[config.mk]
export PLATFORM = sky130hd
export DESIGN_NAME = bcr_bridge_ctl
export DESIGN_NICKNAME = d
export VERILOG_FILES = /design/src/bcr_pkg.sv /design/src/bcr_bridge_ctl.sv
export SDC_FILE = /design/constraint.sdc
export NUM_CORES = 1
export LEC_CHECK = 0
export ABC_AREA = 1
export BUFFER_PORTS_ARGS = -buffer_cell sky130_fd_sc_hd__buf_2
export CAP_MARGIN = 20
export CORE_MARGIN = 2
export CORE_UTILIZATION = 30
export DETAILED_ROUTE_END_ITERATION = 6
export GPL_ROUTABILITY_DRIVEN = 0
export PLACE_DENSITY = 0.67
export SLEW_MARGIN = 20
export SYNTH_ARGS = -nofsm -noshare
export SYNTH_HDL_FRONTEND = slang
export SYNTH_SLANG_ARGS = --single-unit
export TNS_END_PERCENT = 10
[constraint.sdc]
create_clock -name clk -period 2.2 [get_ports clk]
set_input_delay 0.66 -clock clk [delete_from_list [all_inputs] [get_ports clk]]
set_output_delay 0.66 -clock clk [all_outputs]
set_load 0.02 [all_outputs]
[src/bcr_pkg.sv]
// Purpose: Shared constants and carrier types for the bridge control register slice.
// Assumes: One clock domain, synchronous active-low reset.
// Notes:   Configuration offsets are byte addresses of aligned dwords.
`default_nettype none

package bcr_pkg;

  // Dword offsets decoded by this slice.
  localparam logic [7:0] BCR_OFF_CAP_PTR = 8'h34;
  localparam logic [7:0] BCR_OFF_BRIDGE  = 8'h3C;

  // Fixed read values.
  localparam logic [7:0] BCR_CAP_PTR_VAL = 8'hDC;
  localparam logic [7:0] BCR_INT_PIN_VAL = 8'h00;
  localparam logic [7:0] BCR_INT_LIN_VAL = 8'h00;

  // Bridge control field positions inside the 0x3C dword.
  localparam int BCR_BIT_PERR  = 16;
  localparam int BCR_BIT_SFWD  = 17;
  localparam int BCR_BIT_ISA   = 18;
  localparam int BCR_BIT_VGA   = 19;
  localparam int BCR_BIT_RSVD  = 20;
  localparam int BCR_BIT_MABT  = 21;
  localparam int BCR_BIT_SRST  = 22;
  localparam int BCR_LANE_CTL  = 2;

  // Value of every writable control bit after reset.
  localparam logic BCR_CTL_RESET = 1'b0;

  // Address ranges used by the forwarding decode.
  localparam logic [31:0] BCR_VGA_MEM_LO = 32'h000A_0000;
  localparam logic [31:0] BCR_VGA_MEM_HI = 32'h000B_FFFF;
  localparam logic [9:0]  BCR_VGA_IO1_LO = 10'h3B0;
  localparam logic [9:0]  BCR_VGA_IO1_HI = 10'h3BB;
  localparam logic [9:0]  BCR_VGA_IO2_LO = 10'h3C0;
  localparam logic [9:0]  BCR_VGA_IO2_HI = 10'h3DF;
  localparam logic [15:0] BCR_IO_HI_ZERO = 16'h0000;
  localparam logic [1:0]  BCR_ISA_LOW256 = 2'h0;
  localparam logic [31:0] BCR_ALL_ONES   = 32'hFFFF_FFFF;

  // Configuration access from the primary interface.
  typedef struct packed {
    logic        valid;
    logic        write;
    logic [7:0]  addr;
    logic [3:0]  lanes_n;
    logic [31:0] wdata;
  } bcr_cfg_req_t;

  // One transaction offered to the forwarding decode.
  typedef struct packed {
    logic        valid;
    logic        is_io;
    logic        is_mem;
    logic [31:0] addr;
  } bcr_txn_t;

  // Master-abort report from the transaction engine.
  typedef struct packed {
    logic valid;
    logic delayed;
    logic read;
    logic posted;
  } bcr_mabort_t;

  // Whole state of the slice.
  typedef struct packed {
    logic        ctl_perr;
    logic        ctl_sfwd;
    logic        ctl_isa;
    logic        ctl_vga;
    logic        ctl_mabt;
    logic        ctl_srst;
    logic [31:0] rdata;
    logic        rvalid;
    logic        serr_s1;
    logic        serr_s2;
    logic        pserr_n;
    logic        sperr_n;
    logic        dpr_set;
    logic        pri_claim;
    logic        sec_claim;
    logic        ma_trdy;
    logic        ma_tabort;
    logic [31:0] ma_rdata;
    logic        srst_n;
  } bcr_state_t;

endpackage : bcr_pkg

`default_nettype wire

[src/bcr_bridge_ctl.sv]
// Purpose: Capability pointer, interrupt pin and bridge control bits 16..22.
// Assumes: Config cycles arrive already decoded; window bounds come from elsewhere.
// Notes:   Answers and decode results appear one clock after the request.
`default_nettype none

module bcr_bridge_ctl (
  input  wire logic                 clk,
  input  wire logic                 rst_n,
  input  wire bcr_pkg::bcr_cfg_req_t cfg_req,
  output logic [31:0]               cfg_rdata,
  output logic                      cfg_rvalid,
  input  wire logic                 cmd_serr_en,
  input  wire logic                 cmd_io_en,
  input  wire logic                 cmd_mem_en,
  input  wire logic [31:0]          io_base,
  input  wire logic [31:0]          io_limit,
  input  wire bcr_pkg::bcr_txn_t    pri_txn,
  output logic                      pri_claim,
  input  wire bcr_pkg::bcr_txn_t    sec_txn,
  output logic                      sec_claim,
  input  wire logic                 sec_data_parity_err,
  input  wire logic                 sec_addr_parity_err,
  input  wire logic                 secondary_system_fault_n,
  output logic                      secondary_parity_fault_n,
  output logic                      primary_system_fault_n,
  output logic                      data_parity_reported_set,
  input  wire bcr_pkg::bcr_mabort_t ma_evt,
  output logic                      ma_complete_trdy,
  output logic                      ma_target_abort,
  output logic [31:0]               ma_read_data,
  output logic                      secondary_reset_n
);

  bcr_pkg::bcr_state_t s_q;
  bcr_pkg::bcr_state_t s_d;

  function automatic logic in_io_window(input logic [31:0] a, input logic [31:0] lo,
                                        input logic [31:0] hi);
    in_io_window = (a >= lo) && (a <= hi);
  endfunction

  function automatic logic isa_alias(input logic [31:0] a);
    isa_alias = (a[31:16] == bcr_pkg::BCR_IO_HI_ZERO) && (a[9:8] != bcr_pkg::BCR_ISA_LOW256);
  endfunction

  function automatic logic vga_io_hit(input logic [31:0] a);
    vga_io_hit = (a[31:16] == bcr_pkg::BCR_IO_HI_ZERO) &&
                 (((a[9:0] >= bcr_pkg::BCR_VGA_IO1_LO) && (a[9:0] <= bcr_pkg::BCR_VGA_IO1_HI)) ||
                  ((a[9:0] >= bcr_pkg::BCR_VGA_IO2_LO) && (a[9:0] <= bcr_pkg::BCR_VGA_IO2_HI)));
  endfunction

  function automatic logic vga_mem_hit(input logic [31:0] a);
    vga_mem_hit = (a >= bcr_pkg::BCR_VGA_MEM_LO) && (a <= bcr_pkg::BCR_VGA_MEM_HI);
  endfunction

  logic cfg_rd;
  logic cfg_wr;
  logic ctl_lane;
  logic pri_win;
  logic sec_win;
  logic serr_evt;

  always_comb
  begin
    s_d      = s_q;
    cfg_rd   = cfg_req.valid && !cfg_req.write;
    cfg_wr   = cfg_req.valid && cfg_req.write;
    ctl_lane = !cfg_req.lanes_n[bcr_pkg::BCR_LANE_CTL];
    pri_win  = in_io_window(pri_txn.addr, io_base, io_limit);
    sec_win  = in_io_window(sec_txn.addr, io_base, io_limit);

    // Byte-lane write enable
    // Only the lane holding bits 23:16 carries writable bits here; others are dropped.
    if (cfg_wr && (cfg_req.addr[7:2] == bcr_pkg::BCR_OFF_BRIDGE[7:2]) && ctl_lane)
    begin
      s_d.ctl_perr = cfg_req.wdata[bcr_pkg::BCR_BIT_PERR];
      s_d.ctl_sfwd = cfg_req.wdata[bcr_pkg::BCR_BIT_SFWD];
      s_d.ctl_isa  = cfg_req.wdata[bcr_pkg::BCR_BIT_ISA];
      s_d.ctl_vga  = cfg_req.wdata[bcr_pkg::BCR_BIT_VGA];
      s_d.ctl_mabt = cfg_req.wdata[bcr_pkg::BCR_BIT_MABT];
      s_d.ctl_srst = cfg_req.wdata[bcr_pkg::BCR_BIT_SRST];
    end

    s_d.rvalid = cfg_rd;
    s_d.rdata  = 32'h0000_0000;
    if (cfg_rd && (cfg_req.addr[7:2] == bcr_pkg::BCR_OFF_CAP_PTR[7:2]))
    begin
      s_d.rdata[7:0] = bcr_pkg::BCR_CAP_PTR_VAL;
    end
    else if (cfg_rd && (cfg_req.addr[7:2] == bcr_pkg::BCR_OFF_BRIDGE[7:2]))
    begin
      s_d.rdata[7:0]                   = bcr_pkg::BCR_INT_LIN_VAL;
      s_d.rdata[15:8]                  = bcr_pkg::BCR_INT_PIN_VAL;
      s_d.rdata[bcr_pkg::BCR_BIT_PERR] = s_q.ctl_perr;
      s_d.rdata[bcr_pkg::BCR_BIT_SFWD] = s_q.ctl_sfwd;
      s_d.rdata[bcr_pkg::BCR_BIT_ISA]  = s_q.ctl_isa;
      s_d.rdata[bcr_pkg::BCR_BIT_VGA]  = s_q.ctl_vga;
      s_d.rdata[bcr_pkg::BCR_BIT_MABT] = s_q.ctl_mabt;
      s_d.rdata[bcr_pkg::BCR_BIT_SRST] = s_q.ctl_srst;
    end

    // The fault pin is asynchronous, so it is brought in through two flops first.
    s_d.serr_s1 = secondary_system_fault_n;
    s_d.serr_s2 = s_q.serr_s1;

    s_d.sperr_n = !(sec_data_parity_err && s_q.ctl_perr);
    s_d.dpr_set = sec_data_parity_err && s_q.ctl_perr;

    serr_evt = (s_q.ctl_sfwd && !s_q.serr_s2) ||
               (s_q.ctl_perr && sec_addr_parity_err) ||
               (s_q.ctl_mabt && ma_evt.valid && ma_evt.posted);
    s_d.pserr_n = !(serr_evt && cmd_serr_en);

    s_d.pri_claim = 1'b0;
    if (pri_txn.valid && pri_txn.is_io && cmd_io_en)
    begin
      s_d.pri_claim = (pri_win && !(s_q.ctl_isa && isa_alias(pri_txn.addr))) ||
                      (s_q.ctl_vga && vga_io_hit(pri_txn.addr));
    end
    else if (pri_txn.valid && pri_txn.is_mem && cmd_mem_en)
    begin
      s_d.pri_claim = s_q.ctl_vga && vga_mem_hit(pri_txn.addr);
    end

    // VGA ignored on secondary
    // Memory windows live elsewhere; upstream memory claim here only vetoes VGA space.
    s_d.sec_claim = 1'b0;
    if (sec_txn.valid && sec_txn.is_io)
    begin
      s_d.sec_claim = (!sec_win || (s_q.ctl_isa && isa_alias(sec_txn.addr))) &&
                      !(s_q.ctl_vga && vga_io_hit(sec_txn.addr));
    end
    else if (sec_txn.valid && sec_txn.is_mem)
    begin
      s_d.sec_claim = !(s_q.ctl_vga && vga_mem_hit(sec_txn.addr));
    end

    s_d.ma_trdy   = ma_evt.valid && ma_evt.delayed && !s_q.ctl_mabt;
    s_d.ma_tabort = ma_evt.valid && ma_evt.delayed && s_q.ctl_mabt;
    s_d.ma_rdata  = (ma_evt.valid && ma_evt.delayed && ma_evt.read && !s_q.ctl_mabt) ?
                    bcr_pkg::BCR_ALL_ONES : 32'h0000_0000;

    // Registers kept in reset
    // The secondary reset never feeds back into this state, so software must clear it.
    s_d.srst_n = !s_q.ctl_srst;
  end

  always_ff @(posedge clk)
  begin
    if (!rst_n)
    begin
      s_q           <= '0;
      s_q.ctl_perr  <= bcr_pkg::BCR_CTL_RESET;
      s_q.ctl_sfwd  <= bcr_pkg::BCR_CTL_RESET;
      s_q.ctl_isa   <= bcr_pkg::BCR_CTL_RESET;
      s_q.ctl_vga   <= bcr_pkg::BCR_CTL_RESET;
      s_q.ctl_mabt  <= bcr_pkg::BCR_CTL_RESET;
      s_q.ctl_srst  <= bcr_pkg::BCR_CTL_RESET;
      s_q.serr_s1   <= 1'b1;
      s_q.serr_s2   <= 1'b1;
      s_q.pserr_n   <= 1'b1;
      s_q.sperr_n   <= 1'b1;
      s_q.srst_n    <= 1'b1;
    end
    else
    begin
      s_q <= s_d;
    end
  end

  assign cfg_rdata                = s_q.rdata;
  assign cfg_rvalid               = s_q.rvalid;
  assign pri_claim                = s_q.pri_claim;
  assign sec_claim                = s_q.sec_claim;
  assign secondary_parity_fault_n = s_q.sperr_n;
  assign primary_system_fault_n   = s_q.pserr_n;
  assign data_parity_reported_set = s_q.dpr_set;
  assign ma_complete_trdy         = s_q.ma_trdy;
  assign ma_target_abort          = s_q.ma_tabort;
  assign ma_read_data             = s_q.ma_rdata;
  assign secondary_reset_n        = s_q.srst_n;

  a_cap_ptr_read: assert property (@(posedge clk) disable iff (!rst_n)
    (cfg_req.valid && !cfg_req.write && cfg_req.addr[7:2] == 6'h0D) |=>
      (cfg_rvalid && cfg_rdata == 32'h0000_00DC))
    else $error("Capability pointer read wrong.");

  a_int_pin_rsvd: assert property (@(posedge clk) disable iff (!rst_n)
    (cfg_req.valid && !cfg_req.write && cfg_req.addr[7:2] == 6'h0F) |=>
      (cfg_rdata[15:8] == 8'h00 && cfg_rdata[20] == 1'b0 && cfg_rdata[31:23] == 9'h000))
    else $error("Interrupt pin or reserved bits not zero.");

  a_perr_gated: assert property (@(posedge clk) disable iff (!rst_n)
    (!s_q.ctl_perr) |=> (secondary_parity_fault_n && !data_parity_reported_set))
    else $error("Parity reported while response is off.");

  a_perr_driven: assert property (@(posedge clk) disable iff (!rst_n)
    (sec_data_parity_err && s_q.ctl_perr) |=>
      (!secondary_parity_fault_n && data_parity_reported_set))
    else $error("Parity fault not driven.");

  a_serr_forward: assert property (@(posedge clk) disable iff (!rst_n)
    (!secondary_system_fault_n && s_q.ctl_sfwd && cmd_serr_en)[*3] |=> !primary_system_fault_n)
    else $error("Secondary system fault not forwarded.");

  a_serr_needs_en: assert property (@(posedge clk) disable iff (!rst_n)
    $fell(primary_system_fault_n) |-> $past(cmd_serr_en))
    else $error("System fault raised without enable.");

  a_isa_filter: assert property (@(posedge clk) disable iff (!rst_n)
    (pri_txn.valid && pri_txn.is_io && s_q.ctl_isa && !s_q.ctl_vga &&
     pri_txn.addr[31:16] == 16'h0000 && pri_txn.addr[9:8] != 2'h0) |=> !pri_claim)
    else $error("ISA alias claimed on primary.");

  a_vga_mem_claim: assert property (@(posedge clk) disable iff (!rst_n)
    (pri_txn.valid && pri_txn.is_mem && !pri_txn.is_io && cmd_mem_en && s_q.ctl_vga &&
     pri_txn.addr >= 32'h000A_0000 && pri_txn.addr <= 32'h000B_FFFF) |=> pri_claim)
    else $error("VGA memory not claimed.");

  a_vga_sec_ignore: assert property (@(posedge clk) disable iff (!rst_n)
    (sec_txn.valid && sec_txn.is_mem && !sec_txn.is_io && s_q.ctl_vga &&
     sec_txn.addr >= 32'h000A_0000 && sec_txn.addr <= 32'h000B_FFFF) |=> !sec_claim)
    else $error("VGA memory forwarded upstream.");

  a_mabort_mode: assert property (@(posedge clk) disable iff (!rst_n)
    (ma_evt.valid && ma_evt.delayed) |=>
      (ma_target_abort == $past(s_q.ctl_mabt) && ma_complete_trdy == !$past(s_q.ctl_mabt)))
    else $error("Master abort completion wrong.");

  a_sec_reset: assert property (@(posedge clk) disable iff (!rst_n)
    (cfg_req.valid && cfg_req.write && cfg_req.addr[7:2] == 6'h0F && !cfg_req.lanes_n[2])
      |=> ##1 (secondary_reset_n == !$past(cfg_req.wdata[22], 2)))
    else $error("Secondary reset does not follow control bit.");

  a_win_forward: assert property (@(posedge clk) disable iff (!rst_n)
    (pri_txn.valid && pri_txn.is_io && cmd_io_en && !s_q.ctl_isa &&
     pri_txn.addr >= io_base && pri_txn.addr <= io_limit) |=> pri_claim)
    else $error("Window I/O not forwarded downstream.");

  a_isa_upstream: assert property (@(posedge clk) disable iff (!rst_n)
    (sec_txn.valid && sec_txn.is_io && s_q.ctl_isa && !s_q.ctl_vga &&
     sec_txn.addr[31:16] == 16'h0000 && sec_txn.addr[9:8] != 2'h0) |=> sec_claim)
    else $error("ISA alias not forwarded upstream.");

  a_vga_io_claim: assert property (@(posedge clk) disable iff (!rst_n)
    (pri_txn.valid && pri_txn.is_io && cmd_io_en && s_q.ctl_vga &&
     pri_txn.addr[31:16] == 16'h0000 &&
     ((pri_txn.addr[9:0] >= 10'h3B0 && pri_txn.addr[9:0] <= 10'h3BB) ||
      (pri_txn.addr[9:0] >= 10'h3C0 && pri_txn.addr[9:0] <= 10'h3DF))) |=> pri_claim)
    else $error("VGA I/O not claimed.");

  a_abort_ones: assert property (@(posedge clk) disable iff (!rst_n)
    (ma_evt.valid && ma_evt.delayed && ma_evt.read && !s_q.ctl_mabt) |=>
      (ma_read_data == 32'hFFFF_FFFF))
    else $error("Aborted read did not return all ones.");

  a_ctl_reset: assert property (@(posedge clk)
    !rst_n |=> (secondary_reset_n && primary_system_fault_n && secondary_parity_fault_n &&
                !cfg_rvalid && cfg_rdata == 32'h0000_0000))
    else $error("Outputs not at reset values after reset.");

endmodule : bcr_bridge_ctl

`default_nettype wire

# Word level (Yosys, flattened, before mapping)
# Index checks and enable logic that the tools add are counted.
dict set report word_totals {
  latch_bits 0
  output_inout_bits 73
  memories 0
  mem_bits_ro 0
  mem_bits_rw 0
  elab_cells 114
  regBits 81
}
dict set report op_classes {
  bitwise_logic 2
  multipliers 0
  n_reduce_logical 66
  mux 6
  eq_ne 2
  n_div 0
  shifts 0
  add_sub_neg 0
  magnitude_cmp 16
}
# cell n
set op_table {}
lappend op_table {{>= comparator 32 x 20 -> 1 bit, second input constant} 2}
lappend op_table {{>= comparator 32 bit} 2}
lappend op_table {{<= comparator 32 x 20 -> 1 bit, second input constant} 2}
lappend op_table {{<= comparator 32 bit} 2}
lappend op_table {{logical AND 1 bit} 43}
lappend op_table {{>= comparator 10 bit, second input constant} 4}
lappend op_table {{<= comparator 10 bit, second input constant} 4}
lappend op_table {{logical NOT 16 bit} 2}
lappend op_table {{two-way mux 32 bit} 1}
lappend op_table {{equality test 6 x 4 -> 1 bit, second input constant} 2}
lappend op_table {{logical NOT 1 bit} 11}
lappend op_table {{two-way mux 8 bit} 1}
lappend op_table {{logical OR 1 bit} 6}
lappend op_table {{two-way mux 1 bit} 4}
lappend op_table {{nonzero test 2 bit} 2}
lappend op_table {{OR reduction 3 bit} 1}
lappend op_table {{inverter 1 bit} 2}
lappend op_table {{OR reduction 2 bit} 1}

# Depth between registers and ports, before layout
dict set report logic_depth {
  ltp_word 8
  mapped_depth 17
  depth_no_buf 17
}

# Least setup slack after synthesis
# Ideal clock, no wire load.
dict set report synth_path {
  path_type {input to register}
  start {input port io_base[7]}
  end {register s_q (netlist bit sec_claim)}
  required_ns 2.081
  stages 15
  setup_time_ns 0.119
  path_slack_ns 0.361
  arrival_time_ns 1.720
  path_cell_list {inv_1 > ha_1 > nand2_1 > nor2_1 > nand2_1 > nor2_1 > nor2_1 > nand2_1 > nand2_1 > nand2_1 > nand2_1 > nand2_1 > nand3_1 > nand2_1 > a21oi_1}
}
dict set report synth_between {
  elab_chain_len 6
}
# element line
set synth_lines {}
lappend synth_lines {{start: declaration} bcr_bridge_ctl.sv:15} ;# input wire logic [31:0] io_base,
lappend synth_lines {{>= comparator 32 bit} bcr_bridge_ctl.sv:39} ;# in_io_window = (a >= lo) && (a <= hi);
lappend synth_lines {{logical AND 1 bit} bcr_bridge_ctl.sv:39}
lappend synth_lines {{logical NOT 1 bit} bcr_bridge_ctl.sv:130} ;# s_d.sec_claim = (!sec_win || (s_q.ctl_isa && isa_alias(sec_txn.addr))) &&
lappend synth_lines {{logical OR 1 bit} bcr_bridge_ctl.sv:130}
lappend synth_lines {{logical AND 1 bit} bcr_bridge_ctl.sv:130}
lappend synth_lines {{two-way mux 1 bit} bcr_bridge_ctl.sv:128} ;# if (sec_txn.valid && sec_txn.is_io)
lappend synth_lines {{end: declaration} bcr_bridge_ctl.sv:34} ;# bcr_pkg::bcr_state_t s_q;
# Every way passes these cells.
# A chain may end at the register's enable or synchronous reset.

# Worst setup path in the final report
dict set report layout_path {
  start {input port io_base[31]}
  end {register s_q (netlist bit sec_claim)}
}
# The elaborated chain is that of the path after synthesis.

==> summary.md <==
| Metric | Value |
|---|---|
| RSZ-0062 raised after global routing | `false` |
| Largest net degree at the start of global routing | `33` |
| Setup TNS | `0 ns` |
| Hold Vio Cnt, Final | `0` |
| Worst-Skew Late Latency | `0.26 ns` |
| PD cells | `303 mW/mm2` |
| Die area | `0.0166 mm2` |
| Die H | `129 um` |
| Synthesized flop and latch total | `25` |
| H-Tree Depth | `1` |
| Skew final | `0.00391 ns` |
| PostCTS Resize Cnt | `0` |
| TritonCTS Buffers | `3` |
| HP Class | `reg2reg` |
| Core footprint | `0.0152 mm2` |
| Sequential cell area fraction in the yosys report | `0.107` |
| CTS max path bufs | `2` |
| Critical Path Start Type | `input port` |
| Fin nets | `1178` |
| Worst Setup Path Type | `in2reg` |
| Total gr overflow | `0` |
| Share of layout cells above drive strength 1 | `0.275` |
| Post-DP HPWL | `11900 um` |
| Drt first pass iters | `4` |
| LEAKAGE | `3.39 nW` |
| Post-CTS Setup Bufs | `0` |
| Most common cell after layout, fill and taps aside | `buf_2` |
| Clk sink count | `25` |
| Power Total | `0.00172 W` |
| Maxcap violations | `0` |
| Max Fclk | `506 MHz` |
| Period utilization | `0.898` |
| Design Area, Final | `0.00568 mm2` |
| DR vias/cell | `4.46` |
| Yosys cell types | `35` |
| Die Wd | `129 um` |
| Max VDD drop | `0.000178 V` |
| Number of global-route vias before repair | `4412` |
| Routed length per instance | `12.5 um` |
| Post-CTS Hold Fix Bufs | `0` |
| Initial core utilization | `0.307` |
| Commonest cells after routing, fill and taps aside | `212 x buf_2, 133 x nand2_1, 128 x ha_1` |
| Final ANT Viol Nets | `0` |
| Hold Slack | `0.383 ns` |
| Final Util | `0.373` |
| Mapped Area | `0.00467 mm2` |
| Vias after detailed routing | `4656` |
| Hold depth | `1` |
| Ports | `265` |
| CTS tree | `done` |
| WL final | `13000 um` |
| Area Overhead vs Synth | `21.6%` |
| IO buf count | `212` |
| Status | `finished, final reports clean` |
| Min cycle time layout | `1.98 ns` |
| CTS root buf | `clkbuf_16` |
| Setup violators final | `0` |
| Placed instance area | `0.00560 mm2` |
| Crit-path max FO | `2` |
| WP data required | `2.35 ns` |
| Antenna violations before repair | `0` |
| R2R depth | `6` |
| First-pass GRT wire length | `20300 um` |
| Worst setup EP type | `flip-flop` |
| Syn Area/Cell | `6.85 um2` |
| Post-route DRC | `0` |
| Yosys warning count | `0` |
| Worst-path clk slew | `0.06 ns` |
| Critical path arrival | `2.12 ns` |
| Max Slew Vio Count | `0` |
| Post-synthesis cell count | `681` |
| # diodes | `0` |
| FP Rows | `45` |
| GRT Total Usage | `0.151` |
| Initial DRC count | `133` |
path summary, 6_finish.rpt:
check | start | endpoint | slack (ns)
worst max register to register | s_q[77] | pri_claim | 0.99
worst max-delay path | io_base[31] | sec_claim | 0.22
worst min-delay path | s_q[75] | secondary_reset_n | 0.38
worst min register to register | s_q[75] | secondary_reset_n | 0.38
critical path: stages:
cell and delay, ns:
buf_2 0.08, inv_1 0.05, ha_1 0.29, nand2_1 0.07, nor2_1 0.16, nand2_1 0.12
nor4_1 0.23, buf_4 0.17, nand2_1 0.04, nand2_1 0.06, nand3_1 0.07, nand2_1 0.06
a21oi_1 0.06
area by class of cell:
cell class	count	area, um2
Multi-Input combinational cell	510	3380
Tap cell	188	235
Inverter	100	375
Timing Repair Buffer	218	1110
Clock buffer	3	75.1
Sequential cell	25	500
Fill cell	1643	9520
Clock inverter	1	7.51
layer usage:
layer  vias to the layer above  part of all wire  wire length (um)  track usage
met3                         6             0.059               773       0.0125
li1                       2541                 -                 -            -
met5                         -                 0                 0            0
met4                         0            0.0050                65       0.0179
met2                       152              0.47              6140        0.275
met1                      1957              0.46              6040        0.199
synthesized netlist by cell type (all sizes together):
cell type,n,area (um2)
nor2,69,269
or2,2,12.5
nand2,134,505
o2111ai,1,8.76
nor3b,2,15.0
and3,1,6.26
a31oi,2,12.5
o21ai,22,110
buf,65,485
a21oi,69,353
inv,100,375
nand4,19,131
nor3,6,35.0
clkbuf,1,3.75
a31o,1,8.76
nand3,15,75.1
nor4,6,65.1
nand3b,5,37.5
o21a,3,22.5
dfxtp,25,500
a21o,1,7.51
o21bai,1,7.51
conb,1,3.75
o211ai,2,15.0
ha,128,1600
power breakdown:
group / internal, W / switching (W) / total, W
logic: 0.000358 / 0.000499 / 0.000856
registers: 0.000458 / 0.00000137 / 0.000460
clock network: 0.000247 / 0.000161 / 0.000407
sequential cells by signal, indices dropped and copies added (netlist names):
name / cells
s_q: 7
ma_read_data: 1
secondary_reset_n: 1
data_parity_reported_set: 1
cfg_rvalid: 1
ma_target_abort: 1
ma_complete_trdy: 1
cfg_rdata: 7
pri_claim: 1
primary_system_fault_n: 1
secondary_parity_fault_n: 1
sec_claim: 1
s_d: 1
cells by family after synthesis:
kind of cell             synth area share
flip-flops                          0.107
adder cells (fa/ha/maj)             0.343
AND/OR/NAND/NOR                     0.247
buffers and inverters               0.185
AO/OA/AOI/OAI                       0.117
other                            0.000803
metrics by stage:
step	worst slack, ns	instances
after detailed placement	-0.0239	1041
after global placement	0.0405	1041
after global routing	0.0888	1045
after floorplan	0.361	701
final	0.224	1045
after CTS	0.236	1045
Power figures use the tool's default switching activity.
